**src/rtl/rts_pkg.sv**
```systemverilog
// Shared constants and carriers for the radio test signal sequencer.
// Assumes a single symbol-rate clock; all users import rts_pkg::*.
package rts_pkg;
  // ==========================================================
  // Register map
  localparam logic [7:0] RTS_REG_CTRL = 8'h00;
  localparam logic [7:0] RTS_REG_ECC = 8'h04;
  localparam logic [7:0] RTS_REG_FREQ = 8'h08;
  localparam logic [7:0] RTS_REG_DUPLEX = 8'h0C;
  localparam logic [7:0] RTS_REG_STATUS = 8'h10;
  localparam logic [7:0] RTS_REG_RAND = 8'h14;
  // ==========================================================
  // Field positions
  localparam int RTS_CTRL_EN_BIT = 0;
  localparam int RTS_CTRL_BS_BIT = 1;
  localparam int RTS_CTRL_INTF_BIT = 2;
  localparam int RTS_CTRL_TYPE_LSB = 4;
  // ==========================================================
  // Reset values and structure
  localparam logic [3:0] RTS_TYPE_RST = 4'h1;
  localparam logic [29:0] RTS_ECC_RST = 30'h00000000;
  localparam logic [31:0] RTS_FREQ_RST = 32'h00000000;
  localparam logic [7:0] RTS_DUPLEX_RST = 8'h00;
  localparam logic [8:0] RTS_PRBS_SEED = 9'h1FF;
  localparam logic [31:0] RTS_SCR_SEED_LOW = 32'h00000003;
  localparam logic [31:0] RTS_LFSR_RST = 32'h00000001;
  localparam int RTS_SLOT_SYMS = 255;
  localparam int RTS_SLOTS = 4;
  localparam int RTS_FRAMES = 18;
  localparam int RTS_CTRL_FRAME = 18;
  localparam int RTS_FILT_SPAN = 15;
  localparam int RTS_SYNC_SYMS = 255;
  localparam int RTS_GAP_MIN_SYM = 800;
  localparam int RTS_GAP_MAX_SYM = 25000;
  localparam int RTS_SUBSYM = 4;
  localparam int RTS_GAP_MIN_Q = RTS_GAP_MIN_SYM * RTS_SUBSYM;
  localparam int RTS_GAP_SPAN_Q = (RTS_GAP_MAX_SYM - RTS_GAP_MIN_SYM) * RTS_SUBSYM;
  localparam int RTS_FIFO_DEPTH = 16;
  // ==========================================================
  // Channel types
  localparam logic [3:0] RTS_CT_FILL_MS = 4'd0;
  localparam logic [3:0] RTS_CT_SYNC_MS = 4'd3;
  localparam logic [3:0] RTS_CT_FILL_BS = 4'd7;
  localparam logic [3:0] RTS_CT_SCHF_BS = 4'd8;
  localparam logic [3:0] RTS_CT_RAND = 4'd13;
  // ==========================================================
  // Burst kind and block content
  typedef enum logic [1:0] {RTS_BURST_NORMAL, RTS_BURST_SYNC, RTS_BURST_CONTROL, RTS_BURST_OFF}
    rts_burst_t;
  typedef enum logic [2:0] {RTS_SRC_PRBS, RTS_SRC_SYNCINFO, RTS_SRC_TESTBCAST, RTS_SRC_ACCESS,
    RTS_SRC_ANY} rts_src_t;
  typedef struct packed {
    logic [1:0] slot;
    logic [4:0] frame;
    logic [3:0] chan_type;
    rts_burst_t burst;
    logic on_air;
  } rts_slot_info_t;
  typedef struct packed {
    logic bit_val;
    logic modulate;
    logic [1:0] slot;
    logic [4:0] frame;
    logic [3:0] chan_type;
  } rts_sym_t;
  localparam int RTS_SYM_W = $bits(rts_sym_t);
endpackage

```
**src/rtl/rts_sequencer.sv**
```systemverilog
// Radio test signal sequencer: multiframe timing, content choice, scrambling, payload.
// Assumes one symbol clock, synchronous inputs and a plain register port.
// Notes on behaviour
// - Filter span at least fifteen, parabolic window
// - Frames one to seventeen payload, eighteen control
// - Mobile frame eighteen slot one: sync burst
// - Broadcast carries downlink frequency and duplex fields
// - Mobile frames one to seventeen: selected type
// - Scramble with thirty-bit colour code; sync zero
// - Payload from repeating 511-bit pseudo-random generator
// - Channels not under test may carry anything
// - Mobile types one-four: filler zero slots two-four
// - Type thirteen: random sync bursts, 800-25000 spacing
// - Silent between random sync bursts
// - Base frame eighteen slot one: type eight
// - Base frames one to seventeen: selected type
// - Base filler type seven slots two-four
// - Interferer bits all straight from generator
//
// Implementation choices: the address-and-strobe port and the register addresses.
`timescale 1ns/1ps

// ==========================================================
// Synchronous FIFO
module rts_fifo #(
  parameter int WIDTH = 8,
  parameter int DEPTH = 16
) (
  input wire logic clk,  // Clock
  input wire logic resetn,  // Async reset, low
  input wire logic in_valid,  // Write request
  output logic in_ready,  // Space available
  input wire logic [WIDTH-1:0] in_data,  // Write word
  output logic out_valid,  // Word available
  input wire logic out_ready,  // Consumer takes word
  output logic [WIDTH-1:0] out_data  // Head word
);
  localparam int AW = $clog2(DEPTH);
  logic [WIDTH-1:0] mem [DEPTH];
  logic [AW-1:0] wr_q;
  logic [AW-1:0] rd_q;
  logic [AW:0] cnt_q;
  wire push = in_valid && in_ready;
  wire pop = out_valid && out_ready;
  assign in_ready = cnt_q != DEPTH[AW:0];
  assign out_valid = cnt_q != '0;
  assign out_data = mem[rd_q];
  always_ff @(posedge clk) begin
    if (push) begin
      mem[wr_q] <= in_data;
    end
  end
  always_ff @(posedge clk or negedge resetn) begin
    if (!resetn) begin
      wr_q <= '0;
      rd_q <= '0;
      cnt_q <= '0;
    end else begin
      if (push) wr_q <= wr_q + 1'b1;
      if (pop) rd_q <= rd_q + 1'b1;
      cnt_q <= cnt_q + {{AW{1'b0}}, push} - {{AW{1'b0}}, pop};
    end
  end
endmodule

// ==========================================================
// Sequencer top
module rts_sequencer (
  input wire logic clk,  // Symbol clock, 40 MHz
  input wire logic resetn,  // Async reset, low
  input wire logic [7:0] reg_addr,  // Register byte address
  input wire logic [31:0] reg_wdata,  // Write data
  input wire logic reg_wr,  // Write strobe
  input wire logic reg_rd,  // Read strobe
  output logic [31:0] reg_rdata,  // Read data, cycle after strobe
  input wire logic sym_ready,  // Modulator takes a symbol bit
  output logic sym_valid,  // Symbol bit valid
  output logic sym_bit,  // Scrambled bit to modulator
  output logic sym_on_air,  // Transmitter keyed
  output logic [1:0] sym_slot,  // Slot number minus one
  output logic [4:0] sym_frame,  // Frame number 1..18
  output logic [3:0] sym_chan_type  // Channel type in force
);
  import rts_pkg::*;

  // ========================================================
  // Registers
  logic enable_q;
  logic bs_mode_q;
  logic intf_mode_q;
  logic [3:0] sel_type_q;
  logic [29:0] colour_q;
  logic [31:0] freq_q;
  logic [7:0] duplex_q;
  logic [31:0] rdata_q;
  logic [31:0] rdata_d;
  logic [1:0] slot_q;
  logic [4:0] frame_q;
  logic [7:0] sym_q;
  logic [8:0] prbs_q;
  logic [31:0] scr_q;
  logic [31:0] lfsr_q;
  logic [16:0] gap_q;
  logic [1:0] sub_q;
  logic [RTS_SYM_W-1:0] out_q;
  logic out_valid_q;
  logic on_air_q;

  // Window weight numerator for tap j: (N+1)^2/4 - (j-(N-1)/2)^2, scaled by 4
  function automatic logic [15:0] rts_window(input int j);
    int n;
    int d;
    n = RTS_FILT_SPAN;
    d = 2 * j - (n - 1);
    return 16'((n + 1) * (n + 1) - d * d);
  endfunction

  // Filter span and window table; the centre tap is read back in the STATUS register
  localparam int RTS_TAPS = RTS_FILT_SPAN;
  logic [15:0] win_tab [RTS_TAPS];
  for (genvar gj = 0; gj < RTS_TAPS; gj++) begin : g_win
    assign win_tab[gj] = rts_window(gj);
  end

  wire ctrl_hit = reg_addr == RTS_REG_CTRL;
  wire ecc_hit = reg_addr == RTS_REG_ECC;
  wire freq_hit = reg_addr == RTS_REG_FREQ;
  wire dup_hit = reg_addr == RTS_REG_DUPLEX;
  wire stat_hit = reg_addr == RTS_REG_STATUS;
  wire rand_hit = reg_addr == RTS_REG_RAND;

  always_comb begin
    rdata_d = 32'h00000000;
    if (ctrl_hit) begin
      rdata_d = {24'h000000, sel_type_q, 1'b0, intf_mode_q, bs_mode_q, enable_q};
    end else if (ecc_hit) begin
      rdata_d = {2'b00, colour_q};
    end else if (freq_hit) begin
      rdata_d = freq_q;
    end else if (dup_hit) begin
      rdata_d = {24'h000000, duplex_q};
    end else if (stat_hit) begin
      rdata_d = {win_tab[RTS_TAPS/2], 3'b000, frame_q, 6'h00, slot_q};
    end else if (rand_hit) begin
      rdata_d = {13'h0000, sub_q, gap_q};
    end
  end

  always_ff @(posedge clk or negedge resetn) begin
    if (!resetn) begin
      enable_q <= 1'b0;
      bs_mode_q <= 1'b0;
      intf_mode_q <= 1'b0;
      sel_type_q <= RTS_TYPE_RST;
      colour_q <= RTS_ECC_RST;
      freq_q <= RTS_FREQ_RST;
      duplex_q <= RTS_DUPLEX_RST;
      rdata_q <= 32'h00000000;
    end else begin
      rdata_q <= reg_rd ? rdata_d : 32'h00000000;
      if (reg_wr && ctrl_hit) begin
        enable_q <= reg_wdata[RTS_CTRL_EN_BIT];
        bs_mode_q <= reg_wdata[RTS_CTRL_BS_BIT];
        intf_mode_q <= reg_wdata[RTS_CTRL_INTF_BIT];
        sel_type_q <= reg_wdata[RTS_CTRL_TYPE_LSB +: 4];
      end
      if (reg_wr && ecc_hit) colour_q <= reg_wdata[29:0];
      if (reg_wr && freq_hit) freq_q <= reg_wdata;
      if (reg_wr && dup_hit) duplex_q <= reg_wdata[7:0];
    end
  end
  assign reg_rdata = rdata_q;

  // ========================================================
  // Slot content selection
  wire fifo_ready;
  wire random_mode = !bs_mode_q && sel_type_q == RTS_CT_RAND;
  wire ctrl_frame = frame_q == 5'(RTS_CTRL_FRAME);
  wire first_slot = slot_q == 2'd0;
  wire in_burst = sym_q < 8'(RTS_SYNC_SYMS);
  logic [3:0] cur_type;
  rts_burst_t cur_burst;
  rts_src_t cur_src;
  wire [3:0] filler_type = bs_mode_q ? RTS_CT_FILL_BS : RTS_CT_FILL_MS;
  wire [3:0] frame18_type = bs_mode_q ? RTS_CT_SCHF_BS : RTS_CT_SYNC_MS;

  always_comb begin
    cur_type = sel_type_q;
    cur_burst = RTS_BURST_NORMAL;
    cur_src = RTS_SRC_PRBS;
    if (intf_mode_q) begin
      cur_src = RTS_SRC_PRBS;
    end else if (random_mode) begin
      cur_type = RTS_CT_RAND;
      cur_burst = gap_q == '0 && in_burst ? RTS_BURST_SYNC : RTS_BURST_OFF;
      cur_src = RTS_SRC_SYNCINFO;
    end else if (!first_slot) begin
      cur_type = filler_type;
      cur_src = RTS_SRC_ANY;
    end else if (ctrl_frame) begin
      cur_type = frame18_type;
      cur_burst = bs_mode_q ? RTS_BURST_NORMAL : RTS_BURST_SYNC;
      cur_src = bs_mode_q ? RTS_SRC_PRBS : (sym_q[7] ? RTS_SRC_TESTBCAST : RTS_SRC_SYNCINFO);
    end else begin
      cur_type = sel_type_q;
      if (sel_type_q == RTS_CT_SYNC_MS && !bs_mode_q) cur_burst = RTS_BURST_SYNC;
      if (sel_type_q == 4'd11) cur_burst = RTS_BURST_CONTROL;
    end
  end

  // Burst bits: access channel in the last few symbols, else block content
  wire access_pos = sym_q[7:3] == 5'h1F;
  logic info_bit;
  always_comb begin
    info_bit = prbs_q[0];
    if (!intf_mode_q && access_pos) begin
      info_bit = ^{slot_q, frame_q};
    end else if (cur_src == RTS_SRC_SYNCINFO) begin
      info_bit = colour_q[5'(sym_q % 30)];
    end else if (cur_src == RTS_SRC_TESTBCAST) begin
      info_bit = sym_q[6] ? duplex_q[sym_q[2:0]] : freq_q[sym_q[4:0]];
    end else if (cur_src == RTS_SRC_ANY) begin
      info_bit = 1'b0;
    end
  end
  wire sync_block = cur_src == RTS_SRC_SYNCINFO;
  wire scr_bit = sync_block || intf_mode_q ? 1'b0 : scr_q[0];
  wire on_air = enable_q && cur_burst != RTS_BURST_OFF;
  wire advance = enable_q && fifo_ready;
  wire take_prbs = advance && (intf_mode_q || cur_src == RTS_SRC_PRBS);
  wire slot_end = sym_q == 8'(RTS_SLOT_SYMS - 1);
  wire frame_end = slot_end && slot_q == 2'(RTS_SLOTS - 1);
  rts_sym_t sym_d;
  assign sym_d = '{bit_val: (on_air ? info_bit ^ scr_bit : 1'b0), modulate: on_air,
    slot: slot_q, frame: frame_q, chan_type: cur_type};

  // ========================================================
  // Timing and generators
  always_ff @(posedge clk or negedge resetn) begin
    if (!resetn) begin
      slot_q <= 2'd0;
      frame_q <= 5'd1;
      sym_q <= 8'h00;
      prbs_q <= RTS_PRBS_SEED;
      scr_q <= RTS_SCR_SEED_LOW;
      lfsr_q <= RTS_LFSR_RST;
      gap_q <= 17'h00000;
      sub_q <= 2'd0;
    end else if (advance) begin
      lfsr_q <= {lfsr_q[30:0], lfsr_q[31] ^ lfsr_q[21] ^ lfsr_q[1] ^ lfsr_q[0]};
      if (take_prbs) begin
        prbs_q <= {prbs_q[4] ^ prbs_q[0], prbs_q[8:1]};
      end
      scr_q <= {scr_q[0] ^ scr_q[6] ^ scr_q[9] ^ scr_q[10] ^ scr_q[16] ^ scr_q[20] ^
        scr_q[21] ^ scr_q[22] ^ scr_q[24] ^ scr_q[25] ^ scr_q[27] ^ scr_q[28] ^
        scr_q[30] ^ scr_q[31], scr_q[31:1]};
      if (random_mode) begin
        // Quarter-symbol steps between burst starts, counted down in symbols
        if (gap_q == '0 && slot_end) begin
          gap_q <= 17'((RTS_GAP_MIN_Q + int'(lfsr_q[16:0]) % RTS_GAP_SPAN_Q) / RTS_SUBSYM
            - RTS_SLOT_SYMS);
          sub_q <= lfsr_q[18:17];
          sym_q <= 8'h00;
        end else if (gap_q != '0) begin
          gap_q <= gap_q - 1'b1;
        end else begin
          sym_q <= sym_q + 1'b1;
        end
      end else begin
        sym_q <= slot_end ? 8'h00 : sym_q + 1'b1;
        if (slot_end) begin
          slot_q <= slot_q + 1'b1;
          scr_q <= {colour_q, 2'b11};
        end
        if (frame_end) begin
          frame_q <= frame_q == 5'(RTS_FRAMES) ? 5'd1 : frame_q + 1'b1;
        end
      end
    end
  end

  // ========================================================
  // Output buffer toward the modulator
  wire fifo_out_valid;
  wire [RTS_SYM_W-1:0] fifo_out_data;
  rts_sym_t fifo_word;
  assign fifo_word = fifo_out_data;
  rts_fifo #(.WIDTH(RTS_SYM_W), .DEPTH(RTS_FIFO_DEPTH)) u_fifo (
    .clk(clk),
    .resetn(resetn),
    .in_valid(enable_q),
    .in_ready(fifo_ready),
    .in_data(sym_d),
    .out_valid(fifo_out_valid),
    .out_ready(sym_ready || !out_valid_q),
    .out_data(fifo_out_data)
  );
  always_ff @(posedge clk or negedge resetn) begin
    if (!resetn) begin
      out_q <= '0;
      out_valid_q <= 1'b0;
      on_air_q <= 1'b0;
    end else if (sym_ready || !out_valid_q) begin
      out_valid_q <= fifo_out_valid;
      on_air_q <= fifo_out_valid && fifo_word.modulate;
      if (fifo_out_valid) out_q <= fifo_out_data;
    end
  end
  rts_sym_t out_s;
  assign out_s = out_q;
  assign sym_valid = out_valid_q;
  assign sym_bit = out_s.bit_val;
  assign sym_on_air = on_air_q;
  assign sym_slot = out_s.slot;
  assign sym_frame = out_s.frame;
  assign sym_chan_type = out_s.chan_type;
endmodule

```
**config.mk**
```make
export PLATFORM = sky130hd
export DESIGN_NAME = rts_sequencer
export DESIGN_NICKNAME = d
export VERILOG_FILES = /design/src/rtl/rts_pkg.sv /design/src/rtl/rts_sequencer.sv
export SDC_FILE = /design/constraint.sdc
export NUM_CORES = 1
export LEC_CHECK = 0
export BUFFER_PORTS_ARGS = -buffer_cell sky130_fd_sc_hd__buf_2
export CORE_MARGIN = 5
export CORE_UTILIZATION = 30
export DETAILED_ROUTE_END_ITERATION = 8
export MAX_ROUTING_LAYER = met4
export PLACE_DENSITY_LB_ADDON = 0.1
export SYNTH_ARGS = -nofsm -noshare
export SYNTH_HDL_FRONTEND = slang
export SYNTH_HIERARCHICAL = 1
export SYNTH_SLANG_ARGS = --single-unit
```
**constraint.sdc**
```tcl
create_clock -name clk -period 6.25 [get_ports clk]
set_input_delay 0.625 -clock clk [delete_from_list [all_inputs] [get_ports clk]]
set_output_delay 0.625 -clock clk [all_outputs]
set_load 0.02 [all_outputs]
```
Word-level counts from Yosys, hierarchy flattened
Memories as Yosys holds them, arrays and structs flattened. Index checks and enable logic that the tools add are counted.

Memories kept: 1. Register bits: 244. Input port bits: 45. Output and inout port bits: 46. Memory bits (writable): 208.

Memories: u_fifo.mem (words 16, width 13, rd ports 1, clocked after Yosys merged registers in 0, write ports 1, line rts_sequencer.sv:39) `logic [WIDTH-1:0] mem [DEPTH];`.

Divide/modulo/power cells: 2. Equal/unequal tests: 18. Reductions and logical operators: 37. $add $sub $neg: 11. Muxes and demuxes: 51. Bitwise logic cells: 20. $lt $le $gt $ge: 4.

Operators by type and width (count): 2-to-1 mux 32 bit (6); 2-to-1 mux 25 bit (2); 2-to-1 mux 17 bit (2); adder 13 x 32 -> 32 bit, first input constant (1); remainder unit 18 x 18 -> 32 bit, second input constant (1); remainder unit 8 x 5 -> 32 bit, second input constant (1); 2-to-1 mux 8 bit (4); 2-to-1 mux 4 bit (5); 2-to-1 mux 19 bit (1); 2-to-1 mux 2 bit (9); XOR 1 bit (18); adder 17 x 1 -> 17 bit (1); logical NOT 17 bit (1); nonzero test 17 bit (1); subtractor 17 x 1 -> 17 bit, second input constant (1); subtractor 17 x 9 -> 17 bit, second input constant (1); == test 8 x 4 -> 1 bit, second input constant (2); == test 8 x 5 -> 1 bit, second input constant (2); logical AND 1 bit (15); 2-to-1 mux 1 bit (14); < comparator 5 x 6 -> 1 bit, second input constant (2); 2-to-1 mux 3 bit (4); AND reduction 3 bit (4); binary-select mux 1 bit (select 5 bit) (2); 34 further kinds (43).

Logic depth before layout (Yosys ltp)
Depth after elaboration: 15. Mapped depth: 25.

By module
The synthesis kept the hierarchy.

By module, submodules not included: rts_sequencer (area an instance 12683.4 um^2, cells an instance 1292, times used 1, sequential area each 5773.0 um^2); rts_fifo (area an instance 8785.9 um^2, cells an instance 463, times used 1, sequential area each 6571.3 um^2).

Least setup slack after synthesis
OpenSTA, ideal clock, no wires.

Path type: register to register. From: register lfsr_q[7]. To: register gap_q[13]. Arrival: 4.923 ns. Setup slack: 1.206 ns. Required time: 6.129 ns. Cell stages (with the launch flop): 25. Library setup time: 0.121 ns. Cell sequence: dfrtp_1 -> clkbuf_1 -> o41ai_1 -> nand2b_1 -> a41o_1 -> ha_1 -> a31oi_1 -> nor3_1 -> xnor2_1 -> inv_1 -> ha_1 -> o21ai_0 -> a31oi_1 -> a311o_1 -> ha_1 -> inv_1 -> nand3_1 -> nor2_1 -> nand2_1 -> nor2_1 -> nor4_1 -> or3_1 -> a21oi_1 -> a21oi_1 -> o22a_1.

Longest elaborated chain between the ends: 7.

RTL lines: start, declared (line rts_sequencer.sv:102) `logic [31:0] lfsr_q;`; start signal, assigned (line rts_sequencer.sv:250) `lfsr_q <= {lfsr_q[30:0], lfsr_q[31] ^ lfsr_q[21] ^ lfsr_q[1] ^ lfsr_q[0]};`; remainder unit 18 x 18 -> 32 bit * (line rts_sequencer.sv:260) `gap_q <= 17'((RTS_GAP_MIN_Q + int'(lfsr_q[16:0]) % RTS_GAP_SPAN_Q) / RTS_SUBSYM`; adder 13 x 32 -> 32 bit * (line rts_sequencer.sv:260); OR reduction 2 bit (no line); AND 1 bit (no line); adder 17 x 1 -> 17 bit (no line) *; subtractor 17 x 9 -> 17 bit * (line rts_sequencer.sv:261) `- RTS_SLOT_SYMS);`; 2-to-1 mux 17 bit * (line rts_sequencer.sv:259) `if (gap_q == '0 && slot_end) begin`; end signal, assigned (line rts_sequencer.sv:260); end signal, assigned (line rts_sequencer.sv:265) `gap_q <= gap_q - 1'b1;`; end, declared (line rts_sequencer.sv:103) `logic [16:0] gap_q;`.

Every way passes the cells marked *; elsewhere a longest branch is shown, timed or not. A chain may end at the register's enable or synchronous reset.

Worst setup path in the final report
Same ends and word-level chain as after synthesis.

==> impl_results.md <==
- Post-synthesis net count: between 1500 and 2000
- Count leader, synth: dfrtp_1
- DP Area: between 20000 and 25000 sq um
- Maximum VDD drop: 0.2036 mV
- Slew Viols, Final: 0
- Clock skew: between 0.02 and 0.03 ns
- Nets@finish: 1902
- GRT Total Usage: ~16%
- Main synth FF type: dfrtp_1
- Hpwl dp: 41330 microns
- Static leakage power: about 9.8 nW
- First drt pass iteration count: 5
- R2r setup slk: about 0.67 ns
- Crit path capture type: flop
- GR Overflow Total: 0
- Area leader, netlist: edfxtp_1
- Final setup viols: 0
- DR vias: 14240
- Starting DRT DRC Count: slightly below 1000
- Max frequency: between 150 and 200 MHz
- Clock latency on the worst-skew pair: 0.62 ns
- Antenna violations before repair: 2
- Synth Area per Inst: ~12 sq um
- Clock Path Buffers: 3
- Clock group share of total power: 38.3%
- Synth-to-layout area growth: 15.28%
- Int Pwr: 5.777 mW
- DRC: 0
- CTS tree: built
- RSZ-0062 raised after global routing: no
- Power share of the sequential group: 42.1%
- # clock sinks: approximately 450
- IO Port Bufs: 90
- Worst rel slew slack: roughly 15%
- Worst-path clk slew: 0.06 ns
- Site row count: 98
- Crit path max fanout: 10
- Busiest grt layer: met2
- Met2 usage: between 20% and 30%
- CP Launch Type: flop
- CP Capture Point: gap_q[13]$_DFFE_PN0P_
- Crit. Startpoint: lfsr_q[7]$_DFFE_PN0P_
- Yosys warning count: 6
- Status: finished, final reports clean
- Kind of critical path: flop to flop
- Vias in the first global route: around 15000
- Synth unique cells: a little under 90
- Area fraction of the dominant cell type after synthesis: around 29%
- Worst-Margin Slew: roughly 1.3 ns
- Syn Inst Count: 1755
- Sequential share of the synthesized area: a little under three fifths
- Chip height: between 200 and 300 microns
- GR met1 Demand/Resource: a little over a fifth
- Largest cells by area after synthesis: edfxtp_1, dfrtp_1, mux2_2
- FF+latch count, synth: around 450
- Largest net degree at the start of global routing: 141
- R2r worst-path depth: 24
- Synth top cells by count: dfrtp_1, nand2_1, edfxtp_1
- Starting Density: between 30% and 40%
- Fill cells: about 7000
- Arr. time, crit path: 6.08 ns
- Fin crit period: approximately 5.6 ns
- Sw frac: 29.51%
- Share of layout cells above drive strength 1: 21.15%
- Post-route cell area: approximately 25000 sq um
- First-pass GRT wire length: 94940 microns
- Comb pwr share: 19.6%
- Reg2Reg Launch Point: lfsr_q[7]$_DFFE_PN0P_
- Post-synth EDFFs: between 200 and 250
- WL final: 61670 microns
- WL/cell: ~22 microns
- Core ar.: about 71000 sq um
- WHS Path Cells: 2
- Number of top-level pins: 91
- CTS HTree Levels: 2
- Final Hold Vio Count: 0
- Gpl congestion: 0.8505
- Critical R2R Capture: gap_q[13]$_DFFE_PN0P_
- Fin crit share: approximately nine tenths
- Die Width: approximately 280 microns
- Post-Syn Area: 21470 sq um
- Ys async rst share: 53.88%
- Cts bufs inserted: 53
- CTS root buf: clkbuf_16
- Min-Delay Path Class: input port to flop
- MaxCap Viol Count: 0
- Post-DRT Antenna Nets: 0
- M3 GR Usage: roughly 2.4%
- Sw Pwr: between 2 and 2.5 mW
- Setup_tns: 0 ns
- Vias per std cell: roughly 5.0
- Critical Path RT: 6.76 ns
- Die area: 77010 sq um
- PD cells: 331.2 nW/um^2
==> routing by layer <==
metal  share of wire [%]  vias to the layer above
met5                   0                        -
met4                 2.3                        0
met3                 3.3                       77
met2                  48                      252
met1                  46                     7218
li1                    -                     6689
==> power by group through the flow <==
stage | Sequential (mW) | Clock (mW) | Combinational, mW
6_report | 3.45 | 3.14 | 1.60
5_1_grt | 3.48 | 3.36 | 1.77
4_1_cts | 3.46 | 3.25 | 1.64
3_5_place_dp | 3.52 | 0 | 1.64
3_3_place_gp | 3.52 | 0 | 1.63
2_1_floorplan | 3.40 | 0 | 1.19
==> sequential cells by signal (all words and copies together), names as in the netlist, 2 cells and up <==
register / count
sub_q: 2
u_fifo/wr_q: 4
lfsr_q: 32
u_fifo/cnt_q: 5
u_fifo/mem: 208
sel_type_q: 4
out_q: 12
frame_q: 5
gap_q: 17
colour_q: 30
duplex_q: 8
scr_q: 32
sym_q: 8
prbs_q: 9
freq_q: 32
reg_rdata: 32
u_fifo/rd_q: 4
slot_q: 2
==> logic make-up (layout without fill, tap and decap cells) <==
family	after synthesis	count (layout)	synth area share [%]
other cells	0	1	0
simple gates	454	454	9.826
mux	243	243	13.85
fa+ha+maj	30	30	1.783
buf+inv	150	267	2.984
flops	451	451	57.50
xor+xnor	59	59	2.442
compound gates	368	368	11.61
==> cell usage in the layout, fill, tap and decap left out, types with 13 or more instances in the layout <==
cell / synthesis / final
dfstp_2: 14 / 14
dfrtp_1: 229 / 228
nor3_1: 25 / 25
a21boi_0: 13 / 13
nor2_1: 77 / 71
a22oi_1: 32 / 32
inv_1: 49 / 49
ha_1: 29 / 29
buf_4: 2 / 24
nand3_1: 24 / 24
mux4_2: 32 / 32
clkbuf_16: 0 / 53
o21ai_0: 110 / 109
mux2i_1: 101 / 101
clkbuf_8: 0 / 14
xnor2_1: 40 / 40
nand2_1: 218 / 217
nand2b_1: 16 / 16
edfxtp_1: 208 / 208
xor2_1: 18 / 18
a221oi_1: 39 / 39
a21oi_1: 55 / 55
buf_2: 20 / 89
and2_1: 17 / 17
clkbuf_1: 67 / 14
mux2_2: 109 / 109
==> critical path, stage by stage (launching register included) <==
cell	delay, ns
dfrtp_1	0.45
o41ai_1	0.55
nand2b_1	0.22
a41o_1	0.30
ha_1	0.21
a31oi_1	0.14
buf_4	0.19
nor3_1	0.06
xnor2_1	0.45
inv_1	0.09
ha_1	0.22
o21ai_0	0.11
a31oi_1	0.19
a311o_1	0.39
ha_1	0.18
inv_1	0.07
nand3_1	0.11
nor2_1	0.20
nand2_1	0.12
nor2_1	0.26
nor4_1	0.15
or3_1	0.37
a21oi_1	0.16
a21oi_1	0.06
o22a_1	0.19
==> worst min path at each step <==
| stage | startpoint | end | slack [ns] |
|---|---|---|---|
| floorplan | resetn | bs_mode_q$_DFFE_PN0P_ | 0.33 |
| global placement | scr_q[1]$_DFFE_PN1P_ | scr_q[1]$_DFFE_PN1P_ | 0.44 |
| detailed placement | scr_q[1]$_DFFE_PN1P_ | scr_q[1]$_DFFE_PN1P_ | 0.45 |
| CTS | reg_wdata[31] | freq_q[31]$_DFFE_PN0P_ | 0.20 |
| global route | reg_wdata[31] | freq_q[31]$_DFFE_PN0P_ | 0.23 |
| finish | reg_wdata[31] | freq_q[31]$_DFFE_PN0P_ | 0.25 |
==> metrics by stage <==
stage                     worst slack, ns  utilization, %  total power [mW]  cells  hold slack, ns
after floorplan                     1.206               -             4.591   1755          0.3294
after global placement             0.7926           32.21             5.141   2721          0.4421
after detailed placement           0.7514           32.21             5.150   2721          0.4460
after CTS                          0.6912           34.73             8.352   2822          0.1964
after global routing              0.05555           34.74             8.613   2823          0.2266
final                              0.6739           34.74             8.196   2823          0.2455
==> what timing repair did <==
| action | CTS | global route |
|---|---|---|
| hold buffers | 1 | 0 |
| setup buffers | 0 | 0 |
| gates resized for setup | 0 | 0 |
| endpoints found under the hold margin | 31 | 0 |
| endpoints found under the setup margin | 0 | 0 |
==> final cells by class <==
type	count	area, sq um	share of cell area (%)
antenna	1	2.502	0.01011
clock inverter	19	217.7	0.8796
inverter	51	191.4	0.7735
timing repair buffer	116	670.6	2.710
tap	950	1189	4.803
multi-input combinational	1154	8559	34.58
sequential	451	12350	49.89
clock buffer	81	1572	6.350
Note: power is estimated with default switching activity, not from simulation.
